===== config.mk =====
export PLATFORM = sky130hd
export DESIGN_NAME = pdm_power_down_mode_control
export DESIGN_NICKNAME = d
export VERILOG_FILES = /design/src/hw/pdm_pkg.sv /design/src/hw/pdm_entry_timer.sv /design/src/hw/pdm_power_down_mode_control.sv
export SDC_FILE = /design/constraint.sdc
export NUM_CORES = 1
export LEC_CHECK = 0
export ABC_AREA = 1
export BUFFER_PORTS_ARGS = -buffer_cell sky130_fd_sc_hd__buf_4
export CAP_MARGIN = 0
export CORE_MARGIN = 2
export CORE_UTILIZATION = 42
export DETAILED_ROUTE_END_ITERATION = 12
export GPL_ROUTABILITY_DRIVEN = 0
export PLACE_DENSITY = 0.72
export SKIP_LAST_GASP = 1
export SYNTH_ARGS = -nofsm -noshare
export SYNTH_HDL_FRONTEND = slang
export SYNTH_SLANG_ARGS = --single-unit

===== constraint.sdc =====
create_clock -name I_CLK -period 3.3 [get_ports I_CLK]
set_clock_uncertainty 0.15 [all_clocks]
set_input_delay 0.33 -clock I_CLK [delete_from_list [all_inputs] [get_ports I_CLK]]
set_output_delay 0.33 -clock I_CLK [all_outputs]
set_load 0.01 [all_outputs]

===== src/hw/pdm_pkg.sv =====
// Package: register map, sleep field layout and codes for power-down control
package pdm_pkg;
  // ==========================================================
  // Register offsets (byte addresses, word aligned)
  localparam logic [3:0] OFS_CPU_CONTROL_STATUS = 4'h0;
  localparam logic [3:0] OFS_PERIPH_SELECT = 4'h4;
  localparam logic [3:0] OFS_STATUS = 4'h8;
  // ==========================================================
  // Sleep field of cpu_control_status
  localparam int SLEEP_LSB = 10;
  localparam int SLEEP_MSB = 15;
  localparam int BIT_CPU_HALT = 10;
  localparam int BIT_PLL_OUT_HALT = 11;
  localparam int BIT_PLL_IN_HALT = 12;
  localparam int BIT_WAKE_ENABLED = 13;
  localparam int BIT_WAKE_ANY = 14;
  localparam int BIT_SLEEP_RSVD = 15;
  localparam logic [5:0] SLEEP_NONE = 6'h00;
  localparam logic [5:0] SLEEP_HALT_ENABLED = 6'h09;
  localparam logic [5:0] SLEEP_HALT_ANY = 6'h11;
  localparam logic [5:0] SLEEP_PLL_OUT = 6'h1A;
  localparam logic [5:0] SLEEP_PLL_IN = 6'h1C;
  // ==========================================================
  // Reset values and timing
  localparam logic [31:0] CSR_RESET = 32'h0000_0000;
  localparam logic [6:0] PERIPH_SELECT_RESET = 7'h00;
  localparam int ENTRY_DELAY_CYCLES = 9;
  // Peripheral select bit positions
  localparam int PS_AUDIO_0 = 0;
  localparam int PS_SERIAL_0 = 1;
  localparam int PS_SERIAL_1 = 2;
  localparam int PS_VIDEO_0 = 3;
  localparam int PS_VIDEO_1 = 4;
  localparam int PS_VIDEO_2 = 5;
  localparam int PS_I2C_0 = 6;
  localparam int PS_WIDTH = 7;
  // Strap bits
  localparam int ST_PCI = 0;
  localparam int ST_HOST_WIDTH = 1;
  localparam int ST_NET = 2;
  typedef enum logic [2:0] {
    ST_RUN, ST_PENDING, ST_CPU_HALT, ST_PLL_OUT, ST_PLL_IN
  } pdm_state_type;
endpackage : pdm_pkg


===== src/hw/pdm_entry_timer.sv =====
// Module: counts the delay between a sleep request and its effect
`timescale 1ns/100ps
module pdm_entry_timer #(
  parameter int DELAY = pdm_pkg::ENTRY_DELAY_CYCLES
) (
  input wire logic i_clk,   // Core clock
  input wire logic i_rst,   // Async reset, high
  input wire logic i_start, // Restart the count
  input wire logic i_run,   // Count while high
  output logic o_done       // Pulse when the delay elapses
);
  logic [3:0] count;
  logic [3:0] next_count;
  logic next_done;

  always_comb begin
    next_count = count;
    next_done = 1'b0;
    if (i_start) begin
      // Load edge and done register are part of the DELAY edges
      next_count = 4'(DELAY - 2);
    end else if (i_run) begin
      if (count == 4'h0) begin
        next_done = 1'b1;
      end else begin
        next_count = count - 4'h1;
      end
    end
  end

  always_ff @(posedge i_clk or posedge i_rst) begin
    if (i_rst) begin
      count <= 4'h0;
      o_done <= 1'b0;
    end else begin
      count <= next_count;
      o_done <= next_done;
    end
  end
endmodule : pdm_entry_timer


===== src/hw/pdm_power_down_mode_control.sv =====
// Module: power-down mode control with Avalon-MM register slave
`timescale 1ns/100ps
module pdm_power_down_mode_control (
  input wire logic I_CLK,                 // Core clock, 25 MHz
  input wire logic I_RST,                 // Async reset, high
  input wire logic [3:0] I_AVS_ADDRESS,   // Byte address
  input wire logic I_AVS_READ,            // Read request
  input wire logic I_AVS_WRITE,           // Write request
  input wire logic [31:0] I_AVS_WRITEDATA, // Write data
  input wire logic [3:0] I_AVS_BYTEENABLE, // Byte lanes
  output logic [31:0] O_AVS_READDATA,     // Read data
  output logic O_AVS_WAITREQUEST,         // Stall request
  input wire logic I_PCI_SELECT_STRAP,    // PCI select strap
  input wire logic I_HOST_WIDTH_STRAP,    // Host width strap
  input wire logic I_NET_SELECT_STRAP,    // Net MAC select strap
  input wire logic I_IRQ_ANY,             // Any interrupt pending
  input wire logic I_IRQ_ENABLED,         // Enabled interrupt pending
  output logic O_CPU_CLK_EN,              // Gate for CPU clock
  output logic O_IRQ_LOGIC_CLK_EN,        // Gate for interrupt logic
  output logic O_DMA_CLK_EN,              // Gate for DMA and memory
  output logic O_PLL_OUT_EN,              // PLL output runs
  output logic O_PLL_IN_EN,               // Core input clock to PLL
  output logic O_HOST_PORT_EN,            // Host port enable
  output logic O_HOST_PORT_WIDE,          // Host port full width
  output logic O_PCI_EN,                  // PCI enable
  output logic O_NET_NET_SELECT_STRAP,              // Net MAC and mgmt enable
  output logic [6:0] O_PERIPH_EN,         // Peripheral select enables
  output logic O_CPU_HALTED               // CPU halt in force
);
  // ==========================================================
  // Register state
  logic [31:0] cpu_control_status;
  logic [31:0] next_cpu_control_status;
  logic [6:0] peripheral_select_config;
  logic [6:0] next_peripheral_select_config;
  logic [2:0] straps;
  logic [2:0] next_straps;
  logic straps_taken;
  logic next_straps_taken;
  logic [31:0] next_readdata;
  logic next_waitrequest;
  logic sleep_write;
  logic [5:0] sleep_mode_field;
  pdm_pkg::pdm_state_type state;
  pdm_pkg::pdm_state_type next_state;
  pdm_pkg::pdm_state_type target;
  logic timer_done;
  logic wake;
  logic wake_any;

  // One wait cycle per access: answer lands on the second edge
  always_comb begin
    next_waitrequest = 1'b1;
    if ((I_AVS_READ || I_AVS_WRITE) && O_AVS_WAITREQUEST) begin
      next_waitrequest = 1'b0;
    end
  end

  assign sleep_write = I_AVS_WRITE && !O_AVS_WAITREQUEST
    && I_AVS_ADDRESS == pdm_pkg::OFS_CPU_CONTROL_STATUS
    && I_AVS_BYTEENABLE[1];

  always_comb begin
    next_cpu_control_status = cpu_control_status;
    next_peripheral_select_config = peripheral_select_config;
    next_readdata = 32'h0000_0000;
    if (I_AVS_WRITE && !O_AVS_WAITREQUEST) begin
      unique case (I_AVS_ADDRESS)
        pdm_pkg::OFS_CPU_CONTROL_STATUS: begin
          for (int b = 0; b < 4; b++) begin
            if (I_AVS_BYTEENABLE[b]) begin
              next_cpu_control_status[b*8 +: 8] = I_AVS_WRITEDATA[b*8 +: 8];
            end
          end
        end
        pdm_pkg::OFS_PERIPH_SELECT: begin
          if (I_AVS_BYTEENABLE[0]) begin
            next_peripheral_select_config =
              I_AVS_WRITEDATA[pdm_pkg::PS_WIDTH-1:0];
          end
        end
        default: begin
        end
      endcase
    end
    if (state == pdm_pkg::ST_CPU_HALT && wake) begin
      next_cpu_control_status[pdm_pkg::SLEEP_MSB:pdm_pkg::SLEEP_LSB] =
        pdm_pkg::SLEEP_NONE;
    end
    // Taken on the request edge so data stands while waitrequest is low
    if (I_AVS_READ && O_AVS_WAITREQUEST) begin
      unique case (I_AVS_ADDRESS)
        pdm_pkg::OFS_CPU_CONTROL_STATUS: begin
          next_readdata = cpu_control_status;
        end
        pdm_pkg::OFS_PERIPH_SELECT: begin
          next_readdata = {25'h0, peripheral_select_config};
        end
        pdm_pkg::OFS_STATUS: begin
          next_readdata = {26'h0, straps, 3'(state)};
        end
        default: begin
          next_readdata = 32'h0000_0000;
        end
      endcase
    end
  end

  // straps caught once after reset release
  always_comb begin
    next_straps = straps;
    next_straps_taken = 1'b1;
    if (!straps_taken) begin
      next_straps = {I_NET_SELECT_STRAP, I_HOST_WIDTH_STRAP,
                     I_PCI_SELECT_STRAP};
    end
  end

  always_ff @(posedge I_CLK or posedge I_RST) begin
    if (I_RST) begin
      cpu_control_status <= pdm_pkg::CSR_RESET;
      peripheral_select_config <= pdm_pkg::PERIPH_SELECT_RESET;
      straps <= 3'h0;
      straps_taken <= 1'b0;
      O_AVS_READDATA <= 32'h0000_0000;
      O_AVS_WAITREQUEST <= 1'b1;
    end else begin
      cpu_control_status <= next_cpu_control_status;
      peripheral_select_config <= next_peripheral_select_config;
      straps <= next_straps;
      straps_taken <= next_straps_taken;
      O_AVS_READDATA <= next_readdata;
      O_AVS_WAITREQUEST <= next_waitrequest;
    end
  end

  // ==========================================================
  // Mode sequencer

  assign sleep_mode_field =
    cpu_control_status[pdm_pkg::SLEEP_MSB:pdm_pkg::SLEEP_LSB];

  always_comb begin
    unique case (sleep_mode_field)
      pdm_pkg::SLEEP_HALT_ENABLED: target = pdm_pkg::ST_CPU_HALT;
      pdm_pkg::SLEEP_HALT_ANY: target = pdm_pkg::ST_CPU_HALT;
      pdm_pkg::SLEEP_PLL_OUT: target = pdm_pkg::ST_PLL_OUT;
      pdm_pkg::SLEEP_PLL_IN: target = pdm_pkg::ST_PLL_IN;
      // Reserved codes act as no power-down
      default: target = pdm_pkg::ST_RUN;
    endcase
  end

  assign wake_any =
    sleep_mode_field[pdm_pkg::BIT_WAKE_ANY - pdm_pkg::SLEEP_LSB];
  assign wake = I_IRQ_ENABLED || (wake_any && I_IRQ_ANY);

  pdm_entry_timer #(
    .DELAY(pdm_pkg::ENTRY_DELAY_CYCLES)
  ) u_entry_timer (
    .i_clk(I_CLK),
    .i_rst(I_RST),
    .i_start(sleep_write),
    .i_run(state == pdm_pkg::ST_PENDING),
    .o_done(timer_done)
  );

  always_comb begin
    next_state = state;
    unique case (state)
      pdm_pkg::ST_RUN: begin
        if (sleep_write) begin
          next_state = pdm_pkg::ST_PENDING;
        end
      end
      pdm_pkg::ST_PENDING: begin
        if (sleep_write) begin
          next_state = pdm_pkg::ST_PENDING;
        end else if (timer_done) begin
          next_state = target;
        end
      end
      pdm_pkg::ST_CPU_HALT: begin
        if (wake) begin
          next_state = pdm_pkg::ST_RUN;
        end
      end
      pdm_pkg::ST_PLL_OUT: next_state = pdm_pkg::ST_PLL_OUT;
      pdm_pkg::ST_PLL_IN: next_state = pdm_pkg::ST_PLL_IN;
      default: next_state = pdm_pkg::ST_RUN;
    endcase
  end

  always_ff @(posedge I_CLK or posedge I_RST) begin
    if (I_RST) begin
      state <= pdm_pkg::ST_RUN;
      O_CPU_CLK_EN <= 1'b1;
      O_IRQ_LOGIC_CLK_EN <= 1'b1;
      O_DMA_CLK_EN <= 1'b1;
      O_PLL_OUT_EN <= 1'b1;
      O_PLL_IN_EN <= 1'b1;
      O_CPU_HALTED <= 1'b0;
      O_HOST_PORT_EN <= 1'b0;
      O_HOST_PORT_WIDE <= 1'b0;
      O_PCI_EN <= 1'b0;
      O_NET_NET_SELECT_STRAP <= 1'b0;
      O_PERIPH_EN <= 7'h00;
    end else begin
      state <= next_state;
      O_CPU_CLK_EN <= next_state != pdm_pkg::ST_CPU_HALT
        && next_state != pdm_pkg::ST_PLL_OUT
        && next_state != pdm_pkg::ST_PLL_IN;
      O_IRQ_LOGIC_CLK_EN <= next_state != pdm_pkg::ST_PLL_OUT
        && next_state != pdm_pkg::ST_PLL_IN;
      // Memory keeps contents; only its clock stops in PLL halts
      O_DMA_CLK_EN <= next_state != pdm_pkg::ST_PLL_OUT
        && next_state != pdm_pkg::ST_PLL_IN;
      O_PLL_OUT_EN <= next_state != pdm_pkg::ST_PLL_OUT
        && next_state != pdm_pkg::ST_PLL_IN;
      O_PLL_IN_EN <= next_state != pdm_pkg::ST_PLL_IN;
      O_CPU_HALTED <= next_state == pdm_pkg::ST_CPU_HALT;
      // strap-based enables, then register-based peripheral enables; PCI and host port share pins
      O_PCI_EN <= straps_taken && straps[pdm_pkg::ST_PCI];
      O_HOST_PORT_EN <= straps_taken && !straps[pdm_pkg::ST_PCI];
      O_HOST_PORT_WIDE <= straps_taken && straps[pdm_pkg::ST_HOST_WIDTH];
      O_NET_NET_SELECT_STRAP <= straps_taken && straps[pdm_pkg::ST_NET];
      O_PERIPH_EN <= peripheral_select_config;
    end
  end
endmodule : pdm_power_down_mode_control

==> key figures <==
Yosys
  – Yosys warnings: 0
  – Area leader, netlist: dfrtp_1
  – Post-synthesis cell type count: 31
  – Top cells by area, synth: dfrtp_1, nand2_1, mux2_4
  – Syn avg cell area: 10.5 sq um
  – Cells after Synth: 377
  – Share of the synthesized area in the top cell type: 60.2%
  – Mapped Nets: 428
  – Synth Cell Area: 0.00395 sq mm
  – Post-synthesis sequential area ratio: 62.9%
  – Flop and latch count out of synthesis: 99

Finish
  – Ant diodes: 0
  – Fillers: 837
  – Nets@finish: 533
  – Fin area: 0.00505 sq mm
  – Share of post-route cells with drive strength above 1: 30.6%
  – Area growth from synthesis to layout: 28.0%
  – Final core utilization: 55.0%

CTS
  – Clock Latency Late Sink: 0.36 ns
  – Root Driver: clkbuf_8
  – Htree depth: 3
  – CTS Buf Count: 9
  – Setup bufs post-CTS: 0
  – CTS tree: yes
  – CTS max path bufs: 2
  – Sink Count: 99
  – CTS resizes: 0
  – CTS clk-pin slew, worst paths: 0.10 ns
  – Hold bufs inserted after CTS: 4

Floorplanning
  – Starting Density: 42.9%
  – Chip Width: 101 um
  – I/O pins: 99
  – DIE HEIGHT: 101 um
  – Die Area: 0.0102 sq mm
  – Row cnt: 35
  – Core footprint: 0.00920 sq mm

Worst setup path
  – Arrival time of the worst setup path: 2.01 ns
  – Critical Path Sink Type: register
  – CP Class: in2reg
  – Critical path required time: 3.40 ns
  – Worst-path fanout max: 21
  – Critical Path Start Type: input port

STA
  – Unrepaired setup endpoints after global routing: false
  – Hold WS: 0.00766 ns
  – Setup Total Neg Slack: 0 ns
  – Worst-margin pin slew: 0.714 ns
  – Hold violation count in the final report: 0
  – Fin crit period: 1.91 ns
  – Count of pins over their slew limit: 0
  – Post-route clock period utilization: 57.9%
  – Setup violators final: 0
  – Fmax: 0.523 GHz
  – Final worst setup slack: 1.39 ns
  – Max-slew headroom: 52.4%

Route
  – Drt drc: 0
  – Routed met1 length: 3770 um
  – Starting DRT DRC Count: 87
  – WL met2: 3860 um
  – Via/cell ratio: 4.75
  – Top sig layer: met4
  – Total number of vias: 2,842
  – Routed Antenna Nets: 0
  – Routed wire length: 8200 um
  – Avg WL per Cell: 13.7 um
  – Detailed Routing Iterations Pass 1: 4
  – Met3 WL: 430 um

Global routing
  – Largest net degree at the start of global routing: 60
  – First-pass GRT wire length: 13,200 um
  – Grt total ovfl: 0
  – Number of global-route vias before repair: 2,793
  – Initial antenna violation count: 0
  – Overall routing resource usage: 16.8%

Run
  – Max_cap viols: 0

Place
  – Place WS: 1.43 ns
  – Placed Area: 0.00480 sq mm
  – Port Buf Inserts: 98
  – Detailed placement HPWL: 5940 um

Min path
  – Hold Crit Class: in2reg

Status
  – Status: complete, no violations

Pwr
  – Power Internal: 1960 uW
  – Gate power share: 16.8%
  – Power Density: 543 mW/mm^2
  – Net Switching: 780 uW
  – Clock share of power: 30.5%
  – Seq pwr share: 52.7%
  – Sw frac: 28.4%
  – Peak VDD IR: 0.219 mV
  – Leakage: 0.00273 uW
[sequential cells by signal, indices dropped and copies added, names as in the netlist]
name,flops
O_PCI_EN,1
cpu_control_status,32
O_PLL_IN_EN,1
O_AVS_WAITREQUEST,1
O_PERIPH_EN,7
u_entry_timer.count,4
u_entry_timer.o_done,1
straps,3
O_NET_NET_SELECT_STRAP,1
O_HOST_PORT_EN,1
O_PLL_OUT_EN,1
O_CPU_HALTED,1
O_AVS_READDATA,32
state,3
peripheral_select_config,7
straps_taken,1
O_CPU_CLK_EN,1
O_HOST_PORT_WIDE,1
[worst max-delay path: stages]
cell and delay [ns]:
dlygate4sd3_1 0.56, buf_4 0.14, nand2_1 0.32, inv_1 0.42
nand2_1 0.20, inv_1 0.05
[kinds of logic (layout without fill, tap and decap cells)]
logic type | Yosys count | in the layout | share of synthesized area [%]
simple gates | 169 | 169 | 20.4
flops | 99 | 99 | 62.9
buf+inv | 57 | 167 | 5.83
compound gates | 35 | 35 | 4.85
mux | 14 | 14 | 5.32
fa+ha+maj | 2 | 2 | 0.634
other cells | 1 | 1 | 0.0950
[metal layers]
| metal | track usage, % | up-vias |
|---|---|---|
| li1 | - | 1398 |
| met1 | 23.3 | 1355 |
| met2 | 26.3 | 77 |
| met3 | 3.54 | 12 |
| met4 | 5.93 | 0 |
| met5 | 0 | - |
[synthesized netlist by cell type]
master / count
a211oi_1: 1
a21oi_1: 8
a21oi_2: 1
buf_1: 2
buf_2: 1
buf_4: 2
buf_6: 1
clkbuf_1: 3
conb_1: 1
dfrtp_1: 95
dfstp_2: 4
ha_1: 2
inv_1: 47
inv_2: 1
mux2_4: 14
nand2_1: 89
nand2_4: 2
nand2_8: 2
nand3_1: 19
nand3_2: 1
nand4_1: 3
nand4_2: 1
nor2_1: 32
nor2_2: 2
nor2_4: 3
nor2_8: 2
nor3_1: 12
nor4_1: 1
o211ai_1: 4
o21ai_0: 7
o21ai_1: 14
[cell usage in the layout, fill, tap and decap left out, drive strengths merged]
cell and n:
nor4 1, clkinv 1, inv 51, o21ai 21, clkbuf 11, ha 2
o211ai 4, a211oi 1, nand3 20, dfstp 4, mux2 14, buf 99
dfrtp 95, nor3 12, nor2 39, dlygate4sd3 4, nand4 4, bufinv 1
conb 1, nand2 93, a21oi 9
[metrics by stage]
stage	std cells	total power [uW]
after floorplan	377	1750
after global placement	578	1900
after detailed placement	578	1930
after CTS	598	2770
after global routing	598	2890
final	598	2740
[area by class of cell]
type                            count  area [sq um]  share of cell area, %
Sequential cell                    99          2480                   49.1
Clock inverter                      5          67.6                   1.34
Multi-Input combinational cell    221          1240                   24.5
Timing Repair Buffer              103           796                   15.7
Inverter                           48           183                   3.61
Clock buffer                       11           151                   3.00
Tap cell                          111           139                   2.75
[final timing paths]
check	from	slack (ns)	depth (start not counted)	endpoint
worst min-delay path	I_AVS_WRITE	0.008	2	O_AVS_WAITREQUEST$_DFF_PP1_
min in group asynchronous	I_RST	0.50	3	cpu_control_status[23]$_DFFE_PP0P_
worst min register to register	peripheral_select_config[5]$_DFFE_PP0P_	0.27	0	O_PERIPH_EN[5]$_DFF_PP0_
worst max register to register	O_AVS_WAITREQUEST$_DFF_PP1_	1.44	4	O_AVS_READDATA[16]$_DFF_PP0_
max in group asynchronous	I_RST	1.83	4	peripheral_select_config[1]$_DFFE_PP0P_
worst max-delay path	I_AVS_READ	1.39	6	O_AVS_READDATA[1]$_DFF_PP0_
[power by group through the flow]
stage	combinational (uW)	sequential, uW	clock (uW)
after floorplan	293	1460	0
after detailed placement	460	1470	0
after global placement	441	1460	0
final	462	1450	836
after CTS	467	1450	854
after global routing	525	1460	901
Note: power is estimated with default switching activity, not from simulation.
